$ cat config.mk
export PLATFORM = sky130hd
export DESIGN_NAME = dcpw_top
export DESIGN_NICKNAME = d
export VERILOG_FILES = /design/src/dcpw_wr_pipe.v /design/src/dcpw_wr_capture.v /design/src/dcpw_top.v
export VERILOG_INCLUDE_DIRS = /design/src
export SDC_FILE = /design/constraint.sdc
export NUM_CORES = 1
export LEC_CHECK = 0
export ABC_AREA = 1
export BUFFER_PORTS_ARGS = -buffer_cell sky130_fd_sc_hd__buf_2
export CAP_MARGIN = 20
export CORE_AREA = 10 10 324 326
export DETAILED_ROUTE_END_ITERATION = 12
export DIE_AREA = 0 0 334 336
export GPL_ROUTABILITY_DRIVEN = 0
export SKIP_LAST_GASP = 1
export SLEW_MARGIN = 20
export SYNTH_ARGS = -nofsm -noshare
export SYNTH_HDL_FRONTEND = slang
export SYNTH_SLANG_ARGS = --single-unit
export TNS_END_PERCENT = 50
$ cat constraint.sdc
create_clock -name clk_i -period 5.1 [get_ports clk_i]
set_input_delay 0.51 -clock clk_i [delete_from_list [all_inputs] [get_ports clk_i]]
set_output_delay 0.51 -clock clk_i [all_outputs]
set_load 0.02 [all_outputs]
$ cat src/dcpw_consts.vh
// constants for the two-channel phy command and write-data port
// assumes inclusion by bare name from every design file of the block
`ifndef DCPW_CONSTS_VH
`define DCPW_CONSTS_VH

// bits carried per dram pin: four dram clocks, two bits each
`define DCPW_BITS_PER_PIN 8
`define DCPW_SLOTS        4
`define DCPW_SLOT_W       2

// pin counts per channel; logical rank pins for the one shared bus
`define DCPW_CKE_PINS     2
`define DCPW_CS_PINS      2
`define DCPW_ODT_PINS     2
`define DCPW_LR_PINS      1

// write data lanes over both channels
`define DCPW_DQ_LANES     32
`define DCPW_DM_LANES     4

// port widths in bits, per channel unless noted
`define DCPW_CKE_CH       (`DCPW_CKE_PINS * `DCPW_BITS_PER_PIN)
`define DCPW_CS_CH        (`DCPW_CS_PINS * `DCPW_BITS_PER_PIN)
`define DCPW_ODT_CH       (`DCPW_ODT_PINS * `DCPW_BITS_PER_PIN)
`define DCPW_LR_BUS       (`DCPW_LR_PINS * `DCPW_BITS_PER_PIN)
`define DCPW_DQ_CH        (`DCPW_DQ_LANES * `DCPW_BITS_PER_PIN / 2)
`define DCPW_DM_CH        (`DCPW_DM_LANES * `DCPW_BITS_PER_PIN / 2)

// buffer tag and write latency widths
`define DCPW_TAG_W        5
`define DCPW_LAT_W        6
`define DCPW_LAT_RST      6'h00

// request delay pipeline: depth and delay field of the latency
`define DCPW_PIPE_DEPTH   16
`define DCPW_DLY_W        4
`define DCPW_DLY_LSB      2
`define DCPW_DLY_MSB      5
`define DCPW_CNT_W        5

// memory types
`define DCPW_MEM_DDR3     1'b0
`define DCPW_MEM_DDR4     1'b1

// mask settings
`define DCPW_DM_NONE      2'h0
`define DCPW_DM_MASK      2'h1
`define DCPW_DM_MASK_RDINV 2'h2
`define DCPW_DM_DBI_ONLY  2'h3

`endif

$ cat src/dcpw_wr_pipe.v
// request delay line of one channel: holds the tag of each write
// assumes delay_i is stable while writes are in flight
`timescale 1ns/1ps
`default_nettype none
`include "dcpw_consts.vh"

module dcpw_wr_pipe (
  // clock and reset
  input  wire                       clk_i,
  input  wire                       rst_b_i,
  // control
  input  wire                       flush_i,
  input  wire [`DCPW_DLY_W-1:0]     delay_i,
  // write command in
  input  wire                       push_i,
  input  wire [`DCPW_TAG_W-1:0]     tag_i,
  // request out
  output reg                        req_o,
  output reg  [`DCPW_TAG_W-1:0]     tag_o
);

  reg  [`DCPW_PIPE_DEPTH-1:0]             vld_ff;
  reg  [`DCPW_PIPE_DEPTH*`DCPW_TAG_W-1:0] tag_ff;
  wire [`DCPW_DLY_W-1:0]                  tap_idx;

  // zero delay is treated as one stage
  assign tap_idx = (delay_i == 4'h0) ? 4'h0 : (delay_i - 4'h1);

  // shift valid and tag one stage every cycle; a flush clears valid and holds tag
  always @(posedge clk_i or negedge rst_b_i) begin
    if (!rst_b_i) begin
      vld_ff <= {`DCPW_PIPE_DEPTH{1'b0}};
      tag_ff <= {(`DCPW_PIPE_DEPTH*`DCPW_TAG_W){1'b0}};
    end else if (flush_i) begin
      vld_ff <= {`DCPW_PIPE_DEPTH{1'b0}};
    end else begin
      vld_ff <= {vld_ff[`DCPW_PIPE_DEPTH-2:0], push_i};
      tag_ff <= {tag_ff[(`DCPW_PIPE_DEPTH-1)*`DCPW_TAG_W-1:0], tag_i};
    end
  end

  // registered tap: one pulse and its stored tag per write
  always @(posedge clk_i or negedge rst_b_i) begin
    if (!rst_b_i) begin
      req_o <= 1'b0;
      tag_o <= {`DCPW_TAG_W{1'b0}};
    end else begin
      req_o <= vld_ff[tap_idx] & ~flush_i;
      tag_o <= tag_ff[tap_idx*`DCPW_TAG_W +: `DCPW_TAG_W];
    end
  end

endmodule
`default_nettype wire

$ cat src/dcpw_wr_capture.v
// write data capture of one channel, one cycle after its request
// assumes the controller drives data in the cycle after the request
`timescale 1ns/1ps
`default_nettype none
`include "dcpw_consts.vh"

module dcpw_wr_capture #(
  parameter DW = 128,
  parameter MW = 16
) (
  // clock and reset
  input  wire          clk_i,
  input  wire          rst_b_i,
  // request seen on the port, and mask presence
  input  wire          req_i,
  input  wire          mask_en_i,
  // write data from the controller
  input  wire [DW-1:0] data_i,
  input  wire [MW-1:0] mask_i,
  // captured burst
  output reg  [DW-1:0] data_o,
  output reg  [MW-1:0] mask_o,
  output reg           valid_o
);

  reg req_d_ff;

  // take data and mask together one cycle after the request
  always @(posedge clk_i or negedge rst_b_i) begin
    if (!rst_b_i) begin
      req_d_ff <= 1'b0;
      valid_o  <= 1'b0;
      data_o   <= {DW{1'b0}};
      mask_o   <= {MW{1'b0}};
    end else begin
      req_d_ff <= req_i;
      valid_o  <= req_d_ff;
      if (req_d_ff) begin
        data_o <= data_i;
        mask_o <= mask_en_i ? mask_i : {MW{1'b0}};
      end
    end
  end

endmodule
`default_nettype wire

$ cat src/dcpw_top.v
// two-channel phy port: rank control commands and write data path
// assumes one system clock for phy and controller, inputs synchronous
`timescale 1ns/1ps
`default_nettype none
`include "dcpw_consts.vh"

// Overview of operation
// - clock enable is eight bits per pin; shared option halves bus
// - clock enable low half feeds channel 0, upper half channel 1; shared, one field feeds both
// - clock enable order: ch1 rank1, ch1 rank0, ch0 rank1, ch0 rank0
// - chip select is active low, eight bits per pin, split by halves
// - chip select order: ch1 rank1, ch1 rank0, ch0 rank1, ch0 rank0
// - termination is active high, eight bits per pin, split by halves
// - termination order: ch1 rank1, ch1 rank0, ch0 rank1, ch0 rank0
// - logical rank select uses the same eight bits per pin format
// - write data is eight bits per lane: a whole burst per cycle
// - write data low half is channel 0, upper half channel 1
// - mask exists for ddr3 masking, ddr4 mask or mask with read inv
// - write mask low half is channel 0, upper half channel 1
// - one request pulse per write command taken in run, unless calibration drops first; bit 0 ch0, bit 1 ch1
// - upper returned tag field is channel 1, lower is channel 0
// - six bit output shows the write latency in use
// - each byte is four dram clocks, first clock in lowest two bits
module dcpw_top #(
  parameter CKE_SHARED = 0,
  parameter MEM_TYPE   = `DCPW_MEM_DDR4,
  parameter DM_MODE    = `DCPW_DM_MASK
) (
  // clock and reset
  input  wire                        clk_i,
  input  wire                        rst_b_i,
  // calibration status
  input  wire                        calibration_complete_i,
  // rank control commands
  input  wire [(CKE_SHARED?1:2)*`DCPW_CKE_CH-1:0] cmd_clock_enable_in_i,
  input  wire [2*`DCPW_CS_CH-1:0]    cmd_chip_select_in_b_i,
  input  wire [2*`DCPW_ODT_CH-1:0]   cmd_termination_in_i,
  input  wire [`DCPW_LR_BUS-1:0]     cmd_logical_rank_in_i,
  // write commands and latency setting
  input  wire [1:0]                  wr_cmd_i,
  input  wire [2*`DCPW_TAG_W-1:0]    wr_cmd_tag_i,
  input  wire [`DCPW_LAT_W-1:0]      write_latency_cfg_i,
  // write data from the controller
  input  wire [2*`DCPW_DQ_CH-1:0]    write_payload_in_i,
  input  wire [2*`DCPW_DM_CH-1:0]    write_byte_mask_in_i,
  input  wire [2*`DCPW_TAG_W-1:0]    reserved_buffer_tag_in_i,
  // per channel rank control out
  output reg  [`DCPW_CKE_CH-1:0]     ch0_cke_o,
  output reg  [`DCPW_CKE_CH-1:0]     ch1_cke_o,
  output reg  [`DCPW_CS_CH-1:0]      ch0_cs_b_o,
  output reg  [`DCPW_CS_CH-1:0]      ch1_cs_b_o,
  output reg  [`DCPW_ODT_CH-1:0]     ch0_odt_o,
  output reg  [`DCPW_ODT_CH-1:0]     ch1_odt_o,
  output reg  [`DCPW_LR_BUS-1:0]     logical_rank_o,
  output reg  [2*`DCPW_SLOTS-1:0]    cmd_slots_o,
  // write request port
  output wire [1:0]                  write_payload_request_o,
  output wire [2*`DCPW_TAG_W-1:0]    write_buffer_tag_out_o,
  output reg  [`DCPW_LAT_W-1:0]      write_latency_out_o,
  output reg  [1:0]                  wr_pending_o,
  output reg                         reserved_tag_fault_o,
  // captured write bursts per channel
  output wire [`DCPW_DQ_CH-1:0]      ch0_wdata_o,
  output wire [`DCPW_DQ_CH-1:0]      ch1_wdata_o,
  output wire [`DCPW_DM_CH-1:0]      ch0_wmask_o,
  output wire [`DCPW_DM_CH-1:0]      ch1_wmask_o,
  output wire [1:0]                  wdata_valid_o
);

  // ------------------------------------------------------------------
  // bus widths
  // ------------------------------------------------------------------
  localparam CKE_CH  = `DCPW_CKE_PINS * `DCPW_BITS_PER_PIN;
  localparam CKE_BUS = (CKE_SHARED != 0) ? CKE_CH : 2 * CKE_CH;
  localparam CS_CH   = `DCPW_CS_PINS * `DCPW_BITS_PER_PIN;
  localparam CS_BUS  = 2 * CS_CH;
  localparam ODT_CH  = `DCPW_ODT_PINS * `DCPW_BITS_PER_PIN;
  localparam ODT_BUS = 2 * ODT_CH;
  localparam LR_BUS  = `DCPW_LR_PINS * `DCPW_BITS_PER_PIN;
  localparam DQ_BUS  = `DCPW_DQ_LANES * `DCPW_BITS_PER_PIN;
  localparam DQ_CH   = DQ_BUS / 2;
  localparam DM_BUS  = `DCPW_DM_LANES * `DCPW_BITS_PER_PIN;
  localparam DM_CH   = DM_BUS / 2;

  // one-hot states of the port
  localparam ST_WAIT = 2'b01;
  localparam ST_RUN  = 2'b10;

  // ------------------------------------------------------------------
  // mask presence and run state
  // ------------------------------------------------------------------
  wire       mask_en;
  reg  [1:0] state_ff;
  reg  [1:0] nxt_state;
  wire       run;

  // mask port is honoured only in the settings that carry it
  assign mask_en = ((MEM_TYPE == `DCPW_MEM_DDR3) &&
                    (DM_MODE == `DCPW_DM_MASK)) ||
                   ((MEM_TYPE == `DCPW_MEM_DDR4) &&
                    ((DM_MODE == `DCPW_DM_MASK) ||
                     (DM_MODE == `DCPW_DM_MASK_RDINV)));

  assign run = state_ff[1];

  // wait for calibration, fall back if it drops
  always @* begin
    nxt_state = state_ff;
    case (state_ff)
      ST_WAIT: begin
        if (calibration_complete_i) begin
          nxt_state = ST_RUN;
        end
      end
      ST_RUN: begin
        if (!calibration_complete_i) begin
          nxt_state = ST_WAIT;
        end
      end
      default: begin
        nxt_state = ST_WAIT;
      end
    endcase
  end

  // state register
  always @(posedge clk_i or negedge rst_b_i) begin
    if (!rst_b_i) begin
      state_ff <= ST_WAIT;
    end else begin
      state_ff <= nxt_state;
    end
  end

  // ------------------------------------------------------------------
  // rank control split per channel
  // ------------------------------------------------------------------
  wire [CKE_CH-1:0] cke_ch0_src;
  wire [CKE_CH-1:0] cke_ch1_src;

  // shared clock enable drives both channels from one field
  generate
    if (CKE_SHARED != 0) begin : g_cke_shared
      assign cke_ch0_src = cmd_clock_enable_in_i;
      assign cke_ch1_src = cmd_clock_enable_in_i;
    end else begin : g_cke_split
      assign cke_ch0_src = cmd_clock_enable_in_i[CKE_CH-1:0];
      assign cke_ch1_src = cmd_clock_enable_in_i[CKE_BUS-1:CKE_CH];
    end
  endgenerate

  // halves hold {rank1, rank0} bytes; chip select idles high
  always @(posedge clk_i or negedge rst_b_i) begin
    if (!rst_b_i) begin
      ch0_cke_o      <= {CKE_CH{1'b0}};
      ch1_cke_o      <= {CKE_CH{1'b0}};
      ch0_cs_b_o     <= {CS_CH{1'b1}};
      ch1_cs_b_o     <= {CS_CH{1'b1}};
      ch0_odt_o      <= {ODT_CH{1'b0}};
      ch1_odt_o      <= {ODT_CH{1'b0}};
      logical_rank_o <= {LR_BUS{1'b0}};
    end else begin
      ch0_cke_o      <= cke_ch0_src;
      ch1_cke_o      <= cke_ch1_src;
      ch0_cs_b_o     <= cmd_chip_select_in_b_i[CS_CH-1:0];
      ch1_cs_b_o     <= cmd_chip_select_in_b_i[CS_BUS-1:CS_CH];
      ch0_odt_o      <= cmd_termination_in_i[ODT_CH-1:0];
      ch1_odt_o      <= cmd_termination_in_i[ODT_BUS-1:ODT_CH];
      logical_rank_o <= cmd_logical_rank_in_i;
    end
  end

  // ------------------------------------------------------------------
  // command slots: a slot is busy when any chip select bit of its pairs is low
  // ------------------------------------------------------------------
  wire [2*`DCPW_SLOTS-1:0] slot_busy;

  genvar gs;
  genvar gp;
  generate
    for (gs = 0; gs < 2 * `DCPW_SLOTS; gs = gs + 1) begin : g_slot
      wire [`DCPW_CS_PINS-1:0] pin_low;
      for (gp = 0; gp < `DCPW_CS_PINS; gp = gp + 1) begin : g_pin
        // pair k of each pin byte is dram clock k, lowest first
        assign pin_low[gp] = ~&cmd_chip_select_in_b_i[
          (gs / `DCPW_SLOTS) * CS_CH + gp * `DCPW_BITS_PER_PIN +
          (gs % `DCPW_SLOTS) * `DCPW_SLOT_W +: `DCPW_SLOT_W];
      end
      assign slot_busy[gs] = |pin_low;
    end
  endgenerate

  // slot status {ch1 slots, ch0 slots}
  always @(posedge clk_i or negedge rst_b_i) begin
    if (!rst_b_i) begin
      cmd_slots_o <= {(2*`DCPW_SLOTS){1'b0}};
    end else begin
      cmd_slots_o <= slot_busy;
    end
  end

  // ------------------------------------------------------------------
  // latency latch and reserved input check
  // ------------------------------------------------------------------
  // latency is taken while waiting so it never moves under traffic
  always @(posedge clk_i or negedge rst_b_i) begin
    if (!rst_b_i) begin
      write_latency_out_o  <= `DCPW_LAT_RST;
      reserved_tag_fault_o <= 1'b0;
    end else begin
      if (!run) begin
        write_latency_out_o <= write_latency_cfg_i;
      end
      // the reserved tag is expected low; flag any other value
      reserved_tag_fault_o <= |reserved_buffer_tag_in_i;
    end
  end

  // ------------------------------------------------------------------
  // write request and capture per channel
  // ------------------------------------------------------------------
  wire [1:0]               push;
  wire [`DCPW_DLY_W-1:0]   delay;
  wire [DQ_BUS-1:0]        wdata_all;
  wire [DM_BUS-1:0]        wmask_all;
  reg  [`DCPW_CNT_W-1:0]   pend_cnt_ff [0:1];
  integer                  ci;

  // commands before calibration never make a request
  assign push  = wr_cmd_i & {2{run}};
  assign delay = write_latency_out_o[`DCPW_DLY_MSB:`DCPW_DLY_LSB];

  genvar gc;
  generate
    for (gc = 0; gc < 2; gc = gc + 1) begin : g_ch
      // bit gc of request, tag field gc, data half gc
      dcpw_wr_pipe u_pipe (
        .clk_i   (clk_i),
        .rst_b_i (rst_b_i),
        .flush_i (~run),
        .delay_i (delay),
        .push_i  (push[gc]),
        .tag_i   (wr_cmd_tag_i[gc*`DCPW_TAG_W +: `DCPW_TAG_W]),
        .req_o   (write_payload_request_o[gc]),
        .tag_o   (write_buffer_tag_out_o[
                    gc*`DCPW_TAG_W +: `DCPW_TAG_W])
      );

      dcpw_wr_capture #(
        .DW (DQ_CH),
        .MW (DM_CH)
      ) u_cap (
        .clk_i     (clk_i),
        .rst_b_i   (rst_b_i),
        .req_i     (write_payload_request_o[gc]),
        .mask_en_i (mask_en),
        .data_i    (write_payload_in_i[gc*DQ_CH +: DQ_CH]),
        .mask_i    (write_byte_mask_in_i[gc*DM_CH +: DM_CH]),
        .data_o    (wdata_all[gc*DQ_CH +: DQ_CH]),
        .mask_o    (wmask_all[gc*DM_CH +: DM_CH]),
        .valid_o   (wdata_valid_o[gc])
      );
    end
  endgenerate

  // count writes between command and request, one process for both
  always @(posedge clk_i or negedge rst_b_i) begin
    if (!rst_b_i) begin
      pend_cnt_ff[0] <= {`DCPW_CNT_W{1'b0}};
      pend_cnt_ff[1] <= {`DCPW_CNT_W{1'b0}};
    end else begin
      for (ci = 0; ci < 2; ci = ci + 1) begin
        if (!run) begin
          pend_cnt_ff[ci] <= {`DCPW_CNT_W{1'b0}};
        end else if (push[ci] && !write_payload_request_o[ci]) begin
          pend_cnt_ff[ci] <= pend_cnt_ff[ci] + 5'h01;
        end else if (!push[ci] && write_payload_request_o[ci] &&
                     (pend_cnt_ff[ci] != 5'h00)) begin
          pend_cnt_ff[ci] <= pend_cnt_ff[ci] - 5'h01;
        end
      end
    end
  end

  // captured bursts come straight from the capture registers
  assign ch0_wdata_o = wdata_all[DQ_CH-1:0];
  assign ch1_wdata_o = wdata_all[DQ_BUS-1:DQ_CH];
  assign ch0_wmask_o = wmask_all[DM_CH-1:0];
  assign ch1_wmask_o = wmask_all[DM_BUS-1:DM_CH];

  // pending flag per channel
  always @(posedge clk_i or negedge rst_b_i) begin
    if (!rst_b_i) begin
      wr_pending_o <= 2'h0;
    end else begin
      wr_pending_o <= {(pend_cnt_ff[1] != 5'h00),
                       (pend_cnt_ff[0] != 5'h00)};
    end
  end

endmodule
`default_nettype wire

==> impl_metrics.ini <==
[outcome]
status = completed

[routing]
avgRoutedWirePerCell_um = 22.9
ant_nets = 0
drt_iter0_markers = 1371
vias = 18802
firstDrtPassIters = 5
routed_via_density = 4.37
drc_errors = 0
routed_wl_mm = 98.5

[min_path]
holdCritStartpoint = cmd_termination_in_i[15]
hold_class = in -> reg

[floorplan]
die_x_um = 334
die_area_um2 = 112000
rows = 115
core_um2 = 98100
initial_core_util = 0.245
die_h_um = 336
pin_count = 846

[timing]
fin_crit_sh = 0.536
maxSlewViolCount = 0
finalClockSkew_ns = 0.0417
max-slew-margin-rel = 0.310
rsz0062_at_grt = no
setup_violations = 0
hold_viol = 0
finalSetupTns_ns = 0
tightest_slew_ns = 1.03
period_needed_ns = 2.74
fmax_mhz = 366

[critical_path]
cp_cell_sequence = inv_2 -> buf_4 -> ha_1 -> xnor2_1 -> nor2_4 -> nand3_1 -> nand2_1 -> nand2_1 -> nand3_1 -> nand2_1
worst_r2r_startpoint = write_latency_out_o[2]
path_max_fanout = 35
crit_path_top_delay_cell = nor2_4
crit_family = simple AND/OR/NAND/NOR gates
critPathMaxStageDelay_ns = 0.79
cp-end-kind = register
cp.required_ns = 5.62
crit_buf_inv = 2
startpoint = write_latency_out_o[2]
critPathKind = reg -> reg
cp_common_cell = nand2_1
cp.arrival_ns = 3.25
cp-start-kind = register

[yosys]
ys_seq_area_frac = 0.657
ys.flop_type = dfrtp_1
synth.area.top_cells = dfrtp_1 62%, mux2_2 14%, nand2_1 5.6%
synth_top_area_frac = 0.621
ys_ff_latch = 629
synthesis.instances = 1998
yosysMostFrequentCell = dfrtp_1
synthTopCellsByCount = 596 x dfrtp_1, 361 x nand2_1, 288 x mux2_2, 187 x o21ai_0, 156 x inv_1
synth_top_area_cell = dfrtp_1
ys_types = 29
synth_edf_count = 0
netlist_area_um2 = 24000
synth-async-reset-ratio = 1.00
avgSynthCellArea_um2 = 12.0
yosys_warnings = 0
synth_nets = 2433

[finish]
num-fill-cells = 9872
final_nets = 3359
area_delta_synth_final_pct = 38.4
fin_area_um2 = 33200
drive_gt1_frac = 0.442

[cts]
clk_path_buf_depth = 3
cts_buffers = 74
clock_latency_ns = 0.64
clkSinkCount = 629
root_buffer = clkbuf_16
clk_pin_slew_ns = 0.06
post_cts_resized = 0
htreeDepth = 3
cts_tree = done

[power_and_ir_drop]
p_leak_nw = 16.0
power.density_nw_per_um2 = 632
ir_worst_vdd_mv = 0.320

[global_route]
grt_max_degree = 137
grt_pass1_vias = 19042
grt_antenna_before_repair = 81
grt_overflow_total = 0
grt_pass1_wl_mm = 139
track_usage = 0.169

[flow_run]
drv_cap = 0

[placed_design]
hpwl_mm = 75.2
port_buffers = 845
dpl_cell_area_um2 = 29500
## cell families after synthesis
group | count (synthesis) | synth area share
AOI/OAI and AO/OA | 237 | 0.0517
buffers and inverters | 272 | 0.0489
DFF | 629 | 0.657
xor gates and xnor gates | 10 | 0.00365
muxes | 288 | 0.135
adders and majority gates | 12 | 0.00688
and+or+nand+nor | 550 | 0.0966
## power by group
group | switching [mW] | internal [mW] | total (mW) | leakage [nW]
Clock | 2.23 | 3.45 | 5.67 | 1.29
Sequential | 1.10 | 6.89 | 7.99 | 7.69
Combinational | 4.60 | 2.74 | 7.34 | 7.02
## layout make-up
type / instances / area [µm²] / area share
sequential: 629 / 15800 / 0.475
tap: 1287 / 1610 / 0.0484
antenna: 27 / 67.6 / 0.00203
timing repair buffer: 965 / 5490 / 0.165
clock inverter: 30 / 472 / 0.0142
clock buffer: 106 / 2160 / 0.0651
multi-input combinational: 1097 / 7060 / 0.212
inverter: 157 / 591 / 0.0178
## metrics by stage
| stage | hold slack (ns) | std cells | power, mW | util | setup WS (ns) |
|---|---|---|---|---|---|
| 2_1_floorplan | 0.214 | 1998 | 12.3 | - | 3.07 |
| 4_1_cts | 0.00332 | 4271 | 21.3 | 0.338 | 2.39 |
| 3_3_place_gp | 0.443 | 4032 | 15.3 | 0.301 | 2.49 |
| 6_report | 0.0670 | 4298 | 21.0 | 0.339 | 2.36 |
| 5_1_grt | 0.0205 | 4281 | 22.2 | 0.338 | 2.19 |
| 3_5_place_dp | 0.450 | 4032 | 15.4 | 0.301 | 2.44 |
## cell usage in the layout (no fill, tap or decap), types with 3 or more instances in the layout
cell / n
buf_4: 10
inv_6: 3
xor2_1: 6
clkinvlp_4: 3
nand2_1: 361
o21ai_0: 187
clkbuf_16: 75
nand2_4: 3
buf_12: 7
dfstp_2: 33
o22ai_1: 5
dfrtp_4: 3
clkbuf_1: 14
nand4_1: 10
clkbuf_8: 17
xnor2_1: 4
inv_1: 155
dfrtp_1: 593
mux2_2: 288
bufinv_16: 9
inv_16: 3
o211ai_1: 20
ha_1: 10
clkinv_2: 10
nand3_1: 145
dlygate4sd3_1: 103
diode_2: 27
a21oi_1: 25
nor2_1: 24
buf_2: 844
## sequential cells by signal, summed over array words and instances (netlist names)
signal	count
g_ch.u_cap.data_o	256
g_ch.u_pipe.tag_ff	160
g_ch.u_cap.mask_o	32
g_ch.u_pipe.vld_ff	32
ch0_cke_o	16
ch0_cs_b_o	16
ch0_odt_o	16
ch1_cke_o	16
ch1_cs_b_o	16
ch1_odt_o	16
g_ch.u_pipe.tag_o	10
pend_cnt_ff	10
cmd_slots_o	8
logical_rank_o	8
write_latency_out_o	6
g_ch.u_cap.req_d_ff	2
g_ch.u_cap.valid_o	2
g_ch.u_pipe.req_o	2
state_ff	2
wr_pending_o	2
reserved_tag_fault_o	1
## repair_timing
action / CTS / global route
endpoints found under the hold margin: 186 / 0
hold buffers: 103 / 0
setup buffers: 0 / 0
## routing by layer
metal,vias to the layer above,wire [µm],track usage
met5,-,104,0
met4,18,3490,0.0647
met3,231,9430,0.0613
met2,740,47700,0.284
met1,9321,37700,0.195
li1,8492,-,-
## path summary, 6_finish.rpt
path | endpoint | slack [ns] | cells past startpoint
max reg2reg | g_ch[0].u_pipe.tag_o[2] | 2.36 | 10
min | ch0_odt_o[15] | 0.07 | 1
min reg2reg | g_ch[1].u_pipe.vld_ff[8] | 0.45 | 2
max in group asynchronous | g_ch[0].u_cap.req_d_ff | 3.38 | 3
min in group asynchronous | g_ch[0].u_cap.mask_o[14] | 0.52 | 2
max | g_ch[0].u_pipe.tag_o[2] | 2.36 | 10
(Power assumes the default switching activity.)
